<file path="config.mk">
export PLATFORM = sky130hd
export DESIGN_NAME = dma_channel_register_set
export DESIGN_NICKNAME = d
export VERILOG_FILES = /design/src/dma_regs_pkg.sv /design/src/dma_channel_register_set.sv
export SDC_FILE = /design/constraint.sdc
export NUM_CORES = 2
export LEC_CHECK = 0
export BUFFER_PORTS_ARGS = -buffer_cell sky130_fd_sc_hd__buf_2
export CAP_MARGIN = 20
export CORE_AREA = 2 2 309 311
export DETAILED_ROUTE_END_ITERATION = 12
export DIE_AREA = 0 0 311 313
export GPL_TIMING_DRIVEN = 0
export SLEW_MARGIN = 20
export SYNTH_ARGS = -nofsm -noshare
export SYNTH_HDL_FRONTEND = slang
export SYNTH_SLANG_ARGS = --single-unit
</file>
<file path="constraint.sdc">
create_clock -name clk -period 8.2 [get_ports clk]
set_input_delay 0.41 -clock clk [delete_from_list [all_inputs] [get_ports clk]]
set_output_delay 0.41 -clock clk [all_outputs]
set_load 0.1 [all_outputs]
</file>
<file path="src/dma_regs_pkg.sv">
package dma_regs_pkg;
  localparam int unsigned CHANNELS = 4;
  localparam int unsigned ADDR_W = 8;
  localparam int unsigned COUNT_W = 24;
  localparam int unsigned CTRL_W = 21;
  // ****************************************
  // register map, byte addresses
  // ****************************************
  localparam logic [7:0] CH_STRIDE = 8'h10;
  localparam logic [7:0] OFF_SOURCE_ADDRESS = 8'h00;
  localparam logic [7:0] OFF_DESTINATION_ADDRESS = 8'h04;
  localparam logic [7:0] OFF_TRANSFER_COUNT = 8'h08;
  localparam logic [7:0] OFF_CHANNEL_CONTROL = 8'h0c;
  localparam logic [7:0] OFF_SHARED_OPERATION_CONTROL = 8'h40;
  // ****************************************
  // channel control fields
  // ****************************************
  localparam int unsigned BIT_CHANNEL_ENABLE = 0;
  localparam int unsigned BIT_TRANSFER_END = 1;
  localparam int unsigned BIT_EXT_REQUEST_SELECT = 2;
  localparam int unsigned BIT_REQUEST_EDGE = 3;
  localparam int unsigned BIT_SIZE_LO = 4;
  localparam int unsigned BIT_SINGLE_ADDRESS = 6;
  localparam int unsigned BIT_DEVICE_IS_SOURCE = 7;
  localparam int unsigned BIT_SOURCE_MODE_LO = 12;
  localparam int unsigned BIT_DEST_MODE_LO = 14;
  localparam int unsigned BIT_STROBE_POLARITY = 16;
  localparam int unsigned BIT_REQUEST_ACK_POLARITY = 18;
  localparam int unsigned BIT_SOURCE_RELOAD_ENABLE = 19;
  localparam int unsigned BIT_CH3_POINTER_MODE = 20;
  localparam int unsigned BIT_MASTER_ENABLE = 0;
  localparam logic [CTRL_W-1:0] CTRL_RESET = 21'h000000;
  localparam logic [CTRL_W-1:0] MASK_COMMON = 21'h03f0ff;
  localparam logic [CTRL_W-1:0] MASK_EXT_ONLY = 21'h0700cc;
  localparam logic [CTRL_W-1:0] MASK_CH2_ONLY = 21'h080000;
  localparam logic [CTRL_W-1:0] MASK_CH3_ONLY = 21'h100000;
  localparam logic [31:0] COUNT_READ_MASK = 32'h00ffffff;
  localparam logic [COUNT_W-1:0] COUNT_LAST = 24'h000001;
  localparam logic [31:0] POINTER_STEP = 32'h00000004;
  typedef enum logic [1:0] {
    SIZE_BYTE = 2'b00,
    SIZE_WORD = 2'b01,
    SIZE_LONG = 2'b10,
    SIZE_RSVD = 2'b11
  } unit_size_t;
  typedef enum logic [1:0] {
    ADDR_FIXED = 2'b00,
    ADDR_INC = 2'b01,
    ADDR_DEC = 2'b10,
    ADDR_BAD = 2'b11
  } addr_mode_t;
endpackage : dma_regs_pkg

</file>
<file path="src/dma_channel_register_set.sv">
// Behaviour
// RQ1 - seventeen registers: four per channel plus shared
// RQ2 - source address read/write, counts during transfer
// RQ3 - destination address read/write, counts during transfer
// RQ4 - single mode: source ignored when device sources
// RQ5 - single mode: destination ignored when device sinks
// RQ6 - software keeps addresses aligned to unit size
// RQ7 - half-word write keeps the other half
// RQ8 - address and count registers have no reset
// RQ9 - low 24 count bits; zero means maximum
// RQ10 - count shows transfers still remaining
// RQ11 - count upper eight bits read zero
// RQ12 - control bits 31..21 read zero
// RQ13 - bit 20 pointer mode, channel 3 only
// RQ14 - bit 19 source reload, channel 2 only
// RQ15 - bit 18 ack polarity, channels 0/1 only
// RQ16 - channels 0/1 drive request-sampled acknowledge
// RQ17 - external request by falling edge or low
// RQ18 - count decrements per unit, stops at zero
//
// Chosen here: strobed register access and the register offsets.
`timescale 1ns/1ps
`default_nettype none
module dma_channel_register_set
  import dma_regs_pkg::*;
(
  input wire logic clk,
  input wire logic rst_n,
  input wire logic [dma_regs_pkg::ADDR_W-1:0] regAddr,
  input wire logic [31:0] regWdata,
  input wire logic [1:0] regWrHalf,
  input wire logic regWr,
  input wire logic regRd,
  output logic [31:0] regRdata,
  input wire logic [1:0] externalTransferRequestN,
  output logic [1:0] transferStrobe,
  output logic [1:0] requestSampledAck,
  output logic [3:0] channelDone
);
  import dma_regs_pkg::*;

  // ****************************************
  // helpers
  // ****************************************
  function automatic logic [31:0] mergeHalf(input logic [31:0] old, input logic [31:0] nw,
                                            input logic [1:0] half);
    mergeHalf = {half[1] ? nw[31:16] : old[31:16], half[0] ? nw[15:0] : old[15:0]};
  endfunction : mergeHalf

  function automatic logic [CTRL_W-1:0] ctrlMask(input int ch);
    ctrlMask = MASK_COMMON;
    if (ch < 2)
      ctrlMask = ctrlMask | MASK_EXT_ONLY;
    if (ch == 2)
      ctrlMask = ctrlMask | MASK_CH2_ONLY;
    if (ch == 3)
      ctrlMask = ctrlMask | MASK_CH3_ONLY;
  endfunction : ctrlMask

  function automatic logic hitReg(input logic [ADDR_W-1:0] a, input int ch,
                                  input logic [7:0] off);
    hitReg = (a == 8'(CH_STRIDE * ch) + off);
  endfunction : hitReg

  function automatic logic [31:0] stepAddr(input logic [31:0] a, input logic [1:0] mode,
                                           input logic [1:0] size);
    logic [31:0] step;
    step = (size == SIZE_LONG) ? 32'h00000004 : (size == SIZE_WORD) ? 32'h00000002
         : 32'h00000001;
    case (mode)
      ADDR_INC: stepAddr = a + step;
      ADDR_DEC: stepAddr = a - step;
      default: stepAddr = a;
    endcase
  endfunction : stepAddr

  // ****************************************
  // state
  // ****************************************
  logic [31:0] srcAddr_ff [CHANNELS];
  logic [31:0] srcInit_ff [CHANNELS];
  logic [31:0] dstAddr_ff [CHANNELS];
  logic [COUNT_W-1:0] count_ff [CHANNELS];
  logic [CTRL_W-1:0] ctrl_ff [CHANNELS];
  logic masterEnable_ff;
  logic [1:0] reqMeta_ff;
  logic [1:0] reqSync_ff;
  logic [1:0] reqPrev_ff;
  logic [31:0] regRdata_ff;
  logic [1:0] transferStrobe_ff;
  logic [1:0] requestSampledAck_ff;
  logic [3:0] channelDone_ff;
  logic [3:0] request;
  logic [3:0] go;
  logic [3:0] lastUnit;
  logic wrShared;

  assign wrShared = regWr && (regAddr == OFF_SHARED_OPERATION_CONTROL);

  // ****************************************
  // external request synchroniser
  // ****************************************
  always_ff @(posedge clk)
  begin
    if (!rst_n)
    begin
      reqMeta_ff <= 2'h3;
      reqSync_ff <= 2'h3;
      reqPrev_ff <= 2'h3;
    end
    else
    begin
      reqMeta_ff <= externalTransferRequestN;
      reqSync_ff <= reqMeta_ff;
      reqPrev_ff <= reqSync_ff;
    end
  end

  // ****************************************
  // request and go per channel
  // ****************************************
  always_comb
  begin
    for (int ch = 0; ch < CHANNELS; ch++)
    begin
      request[ch] = 1'b1;
      if (ch < 2 && ctrl_ff[ch][BIT_EXT_REQUEST_SELECT])
      begin
        // RQ17 falling edge or low
        request[ch] = ctrl_ff[ch][BIT_REQUEST_EDGE] ? (reqPrev_ff[ch] && !reqSync_ff[ch])
                                                    : !reqSync_ff[ch];
      end
      // RQ18 stop once done
      go[ch] = masterEnable_ff && ctrl_ff[ch][BIT_CHANNEL_ENABLE]
            && !ctrl_ff[ch][BIT_TRANSFER_END] && request[ch];
      // RQ9 zero counts as maximum
      lastUnit[ch] = go[ch] && (count_ff[ch] == COUNT_LAST);
    end
  end

  // ****************************************
  // source address
  // ****************************************
  // no reset: contents undefined until software writes them
  // RQ8 undefined after reset
  always_ff @(posedge clk)
  begin
    for (int ch = 0; ch < CHANNELS; ch++)
    begin
      if (regWr && hitReg(regAddr, ch, OFF_SOURCE_ADDRESS))
      begin
        // RQ7 half-word merge
        srcAddr_ff[ch] <= mergeHalf(srcAddr_ff[ch], regWdata, regWrHalf);
        srcInit_ff[ch] <= mergeHalf(srcAddr_ff[ch], regWdata, regWrHalf);
      end
      else if (go[ch])
      begin
        // RQ4 single mode source ignored
        if (ch < 2 && ctrl_ff[ch][BIT_SINGLE_ADDRESS] && ctrl_ff[ch][BIT_DEVICE_IS_SOURCE])
          srcAddr_ff[ch] <= srcAddr_ff[ch];
        // RQ14 channel 2 reload
        else if (ch == 2 && ctrl_ff[ch][BIT_SOURCE_RELOAD_ENABLE])
          srcAddr_ff[ch] <= srcInit_ff[ch];
        // RQ13 pointer walks by one longword
        else if (ch == 3 && ctrl_ff[ch][BIT_CH3_POINTER_MODE])
          srcAddr_ff[ch] <= srcAddr_ff[ch] + POINTER_STEP;
        // RQ2 source counts
        else
          srcAddr_ff[ch] <= stepAddr(srcAddr_ff[ch],
                                     ctrl_ff[ch][BIT_SOURCE_MODE_LO +: 2],
                                     ctrl_ff[ch][BIT_SIZE_LO +: 2]);
      end
    end
  end

  // ****************************************
  // destination address
  // ****************************************
  always_ff @(posedge clk)
  begin
    for (int ch = 0; ch < CHANNELS; ch++)
    begin
      if (regWr && hitReg(regAddr, ch, OFF_DESTINATION_ADDRESS))
        dstAddr_ff[ch] <= mergeHalf(dstAddr_ff[ch], regWdata, regWrHalf);
      // RQ5 single mode destination ignored
      else if (go[ch] && !(ch < 2 && ctrl_ff[ch][BIT_SINGLE_ADDRESS]
                           && !ctrl_ff[ch][BIT_DEVICE_IS_SOURCE]))
        // RQ3 destination counts
        dstAddr_ff[ch] <= stepAddr(dstAddr_ff[ch], ctrl_ff[ch][BIT_DEST_MODE_LO +: 2],
                                   ctrl_ff[ch][BIT_SIZE_LO +: 2]);
    end
  end

  // ****************************************
  // transfer count
  // ****************************************
  always_ff @(posedge clk)
  begin
    for (int ch = 0; ch < CHANNELS; ch++)
    begin
      if (regWr && hitReg(regAddr, ch, OFF_TRANSFER_COUNT))
        // RQ11 upper byte dropped
        count_ff[ch] <= COUNT_W'(mergeHalf({8'h00, count_ff[ch]}, regWdata, regWrHalf));
      // RQ10 remaining transfers
      else if (go[ch])
        count_ff[ch] <= count_ff[ch] - COUNT_LAST;
    end
  end

  // ****************************************
  // channel and shared control
  // ****************************************
  always_ff @(posedge clk)
  begin
    for (int ch = 0; ch < CHANNELS; ch++)
    begin
      if (!rst_n)
        ctrl_ff[ch] <= CTRL_RESET;
      else
      begin
        if (regWr && hitReg(regAddr, ch, OFF_CHANNEL_CONTROL))
          // RQ12 RQ13 RQ14 RQ15 unimplemented bits kept zero
          ctrl_ff[ch] <= CTRL_W'(mergeHalf({11'h000, ctrl_ff[ch]}, regWdata, regWrHalf))
                       & ctrlMask(ch);
        // a finishing unit beats a software clear of the end flag
        if (lastUnit[ch])
          ctrl_ff[ch][BIT_TRANSFER_END] <= 1'b1;
      end
    end
  end

  always_ff @(posedge clk)
  begin
    if (!rst_n)
      masterEnable_ff <= 1'b0;
    else if (wrShared && regWrHalf[0])
      masterEnable_ff <= regWdata[BIT_MASTER_ENABLE];
  end

  // ****************************************
  // read port
  // ****************************************
  // RQ1 seventeen registers decoded
  always_ff @(posedge clk)
  begin
    if (!rst_n)
      regRdata_ff <= 32'h00000000;
    else
    begin
      regRdata_ff <= 32'h00000000;
      if (regRd)
      begin
        if (regAddr == OFF_SHARED_OPERATION_CONTROL)
          regRdata_ff <= {31'h00000000, masterEnable_ff};
        for (int ch = 0; ch < CHANNELS; ch++)
        begin
          if (hitReg(regAddr, ch, OFF_SOURCE_ADDRESS))
            regRdata_ff <= srcAddr_ff[ch];
          if (hitReg(regAddr, ch, OFF_DESTINATION_ADDRESS))
            regRdata_ff <= dstAddr_ff[ch];
          // RQ11 upper count bits zero
          if (hitReg(regAddr, ch, OFF_TRANSFER_COUNT))
            regRdata_ff <= {8'h00, count_ff[ch]} & COUNT_READ_MASK;
          // RQ12 reserved read zero
          if (hitReg(regAddr, ch, OFF_CHANNEL_CONTROL))
            regRdata_ff <= {11'h000, ctrl_ff[ch]};
        end
      end
    end
  end

  // ****************************************
  // pins toward external devices
  // ****************************************
  // polarity bits double as the idle level, so a switch takes effect at once
  always_ff @(posedge clk)
  begin
    if (!rst_n)
    begin
      transferStrobe_ff <= 2'h0;
      requestSampledAck_ff <= 2'h0;
    end
    else
    begin
      for (int ch = 0; ch < 2; ch++)
      begin
        transferStrobe_ff[ch] <= go[ch] ^ ctrl_ff[ch][BIT_STROBE_POLARITY];
        // RQ15 RQ16 sampled acknowledge with polarity
        requestSampledAck_ff[ch] <= (go[ch] && ctrl_ff[ch][BIT_EXT_REQUEST_SELECT])
                                    ^ ctrl_ff[ch][BIT_REQUEST_ACK_POLARITY];
      end
    end
  end

  always_ff @(posedge clk)
  begin
    if (!rst_n)
      channelDone_ff <= 4'h0;
    else
      for (int ch = 0; ch < CHANNELS; ch++)
        channelDone_ff[ch] <= ctrl_ff[ch][BIT_TRANSFER_END];
  end

  assign regRdata = regRdata_ff;
  assign transferStrobe = transferStrobe_ff;
  assign requestSampledAck = requestSampledAck_ff;
  assign channelDone = channelDone_ff;
endmodule : dma_channel_register_set
`default_nettype wire

</file>
==> flow_metrics.tcl <==
set metrics [dict create \
    synth-seq-cells 491 \
    num_io_pins 88 \
    crit_required_ns 8.60 \
    drt-wirelength-per-cell_um 27.8 \
    cts.repair.resized 0 \
    clkSinkCount 491 \
    overflow 0 \
    route.detailed.drc 0 \
    drtIter0Drc 4713 \
    via_count 35100 \
    crit_path_end_kind "flip-flop" \
    slew_violations 0 \
    crit_chain "inv_1 > ha_2 > ha_1 > a211o_1 > nor3_1 > a211oi_2 > a211oi_2 > o31a_1 > o21ai_1 > or4_1 > a31oi_1 > xor2_1 > o21ai_1" \
    setup.worst_path.start "ctrl_ff[0][33]" \
    grt_max_degree 30 \
    finalSetupTns_ns 0 \
    ctsLongestPathBuffers 3 \
    routed_wl_mm 156 \
    drive_gt1_frac 0.0825 \
    port_buffers 78 \
    regArea_mm2 0.0143 \
    max_freq_mhz 227 \
    postSynth.asyncResetShare 0 \
    layout_commonest_cell "edfxtp_1" \
    htree_levels 2 \
    nets 4641 \
    rsz0062_at_grt "false" \
    grt_pass1_vias 32400 \
    root_buffer "clkbuf_16" \
    rr_worst_depth 13 \
    min-delay-start "regWrHalf[1]" \
    insertion_delay_ns 0.69 \
    hold_depth 2 \
    yosys.area_share.simple 0.164 \
    final_core_util 0.443 \
    synth.area.mux_share 0.0216 \
    status "finished, final reports clean" \
    post_cts.repair.setup_buffers 0 \
    synth_edf_count 444 \
    antenna_left 0 \
    final_cell_mix "444 x edfxtp_1, 413 x nand2_1, 406 x nor2_1, 376 x a21oi_1, 369 x o21ai_0" \
    cp-start-kind "flip-flop" \
    dp_hpwl_mm 119 \
    syn_inst 4142 \
    grt_antenna_before_repair 9 \
    worstPathArrival_ns 4.81 \
    place.gp.congestion 1.03 \
    relSlewSlack 0.166 \
    die_y_um 313 \
    cts_tree "yes" \
    clk_pin_slew_ns 0.06 \
    core.rowCount 113 \
    yosysWarnings 0 \
    fin_skew_ns 0.0310 \
    cts_buffers 57 \
    hp-class "in -> reg" \
    synth-compound-area-share 0.230 \
    placed_cells 5507 \
    synth-main-ff-cell "edfxtp_1" \
    crit_path_max_incr_delay_ns 0.67 \
    die_x_um 311 \
    coreArea_mm2 0.0942 \
    fillers 9391 \
    synth_area_per_cell_um2 9.03 \
    start_util 0.397 \
    syn_area_mm2 0.0374 \
    critPathTopFamily "compound AO/OA/AOI/OAI gates" \
    layoutNonFillerInstCount 5620 \
    setup_viol 0 \
    r2r_slack_ns 3.80 \
    grt_usage 0.311 \
    crit_type "reg -> reg" \
    synth_top_family_by_area "compound AO/OA/AOI/OAI gates" \
    multi_input_area_mm2 0.0221 \
    detail_route.first_pass.iterations 8 \
    ir_drop_uv 191 \
    yosys.area_share.adder 0.0983 \
    viasPerCell 6.25 \
    ys_seq_area_frac 0.382 \
    min_period_ns 4.40 \
    cp_num_buf_inv 1 \
    synth-xor-area-share 0.0738 \
    pre_cts_ws_ns 3.84 \
    max-cap-violations 0 \
    final_hold_viol_count 0 \
    leakagePower_nw 16.0 \
    fin_crit_sh 0.537 \
    worst_hold_slack_ns 0.108 \
    die_area_mm2 0.0973 \
    crit_slowest_cell "ha_2" \
    cp_max_fo 29 \
    whs_endpoint "srcInit_ff[2][31]" \
    area_growth_pct 11.6 \
    rr_endpoint "srcAddr_ff[0][62]" \
    worst_slack_ns 3.80 \
    p_per_area_mw_per_mm2 153 \
    cp_num_cells 13 \
    grt_pass1_wl_mm 223 \
    r2r_start "ctrl_ff[0][33]" \
    worstMarginPinSlew_ns 1.25 \
    syn_nets 4479 \
    synth_cell_type_count 97 \
]
registers in the layout, summed over array words and instances (netlist names):
name,count
channelDone,4
count_ff,96
ctrl_ff,60
dstAddr_ff,128
masterEnable_ff,1
regRdata,32
reqMeta_ff,2
reqPrev_ff,2
reqSync_ff,2
requestSampledAck,2
srcAddr_ff,128
srcInit_ff,32
transferStrobe,2
per-layer routing:
| metal | vias up | track usage | wire, um |
|---|---|---|---|
| met1 | 17000 | 0.422 | 63700 |
| li1 | 15800 | - | - |
| met5 | - | 0 | 27 |
| met3 | 396 | 0.0618 | 16300 |
| met2 | 1856 | 0.470 | 66800 |
| met4 | 4 | 0.161 | 9320 |
power by group:
group	internal, W	switching, W
sequential	0.00275	0.0000234
combinational	0.000337	0.000615
clock	0.00149	0.00117
total	0.00457	0.00181
cells by family after synthesis:
logic type / after synthesis
AO/OA/AOI/OAI: 1363
AND/OR/NAND/NOR: 1317
flip-flops: 491
XOR/XNOR: 315
buffers and inverters: 299
adder cells (fa/ha/maj): 289
multiplexers: 68
synth_stat cells (all sizes together) (18+ instances only):
master	number	area [um2]
o21bai	31	233
a211oi	51	403
and3	29	181
a31oi	44	282
buf	29	128
inv	108	405
o21ai	390	1960
nor2b	46	290
nor4	32	213
o22ai	40	250
mux2	41	462
nor2	407	1540
nand2b	67	419
nand2	414	1560
a21oi	376	1880
o21a	54	405
ha	281	3520
dfxtp	47	941
nand3	81	405
and2	25	156
clkbuf	162	609
nand4	34	213
mux2i	21	210
o211ai	18	140
o31ai	27	213
xor2	130	1140
a22oi	55	413
edfxtp	444	13300
xnor2	185	1620
nor3	86	430
a221oi	24	210
a21o	99	744
worst register-to-register path, cell delays in order (launching register included):
cell	delay, ns
edfxtp_1	0.51
inv_1	0.15
ha_2	0.67
ha_1	0.44
a211o_1	0.36
nor3_1	0.24
a211oi_2	0.15
a211oi_2	0.33
o31a_1	0.25
o21ai_1	0.13
or4_1	0.43
a31oi_1	0.23
xor2_1	0.18
o21ai_1	0.07
cell type report:
class                   instances  area share
diodes                          3    0.000180
clock inverters                30     0.00654
flip-flops and latches        491       0.342
repair buffers                103      0.0170
clock buffers                  77      0.0389
well taps                    1265      0.0379
inverters                     108     0.00972
multi-input cells            3352       0.529
plain buffers                 191      0.0184
worst max-delay path by stage:
stage,slack [ns],to
3_5_place_dp,3.84,srcAddr_ff[1][58]
4_1_cts,3.86,srcAddr_ff[1][30]
3_3_place_gp,2.59,srcAddr_ff[1][10]
5_1_grt,3.59,srcAddr_ff[1][31]
6_report,3.80,srcAddr_ff[0][62]
2_1_floorplan,4.42,srcAddr_ff[0][62]
metrics by stage:
step,total power (W),cell area [um2]
2_1_floorplan,0.00344,37400
3_3_place_gp,0.00373,39400
3_5_place_dp,0.00374,39800
4_1_cts,0.00638,41700
5_1_grt,0.00656,41700
6_report,0.00638,41700
what timing repair did:
item,4_1_cts,5_1_grt
setup endpoints to repair,0,0
hold buffers,2,0
hold endpoints to repair,2,0
(Power assumes the default switching activity.)
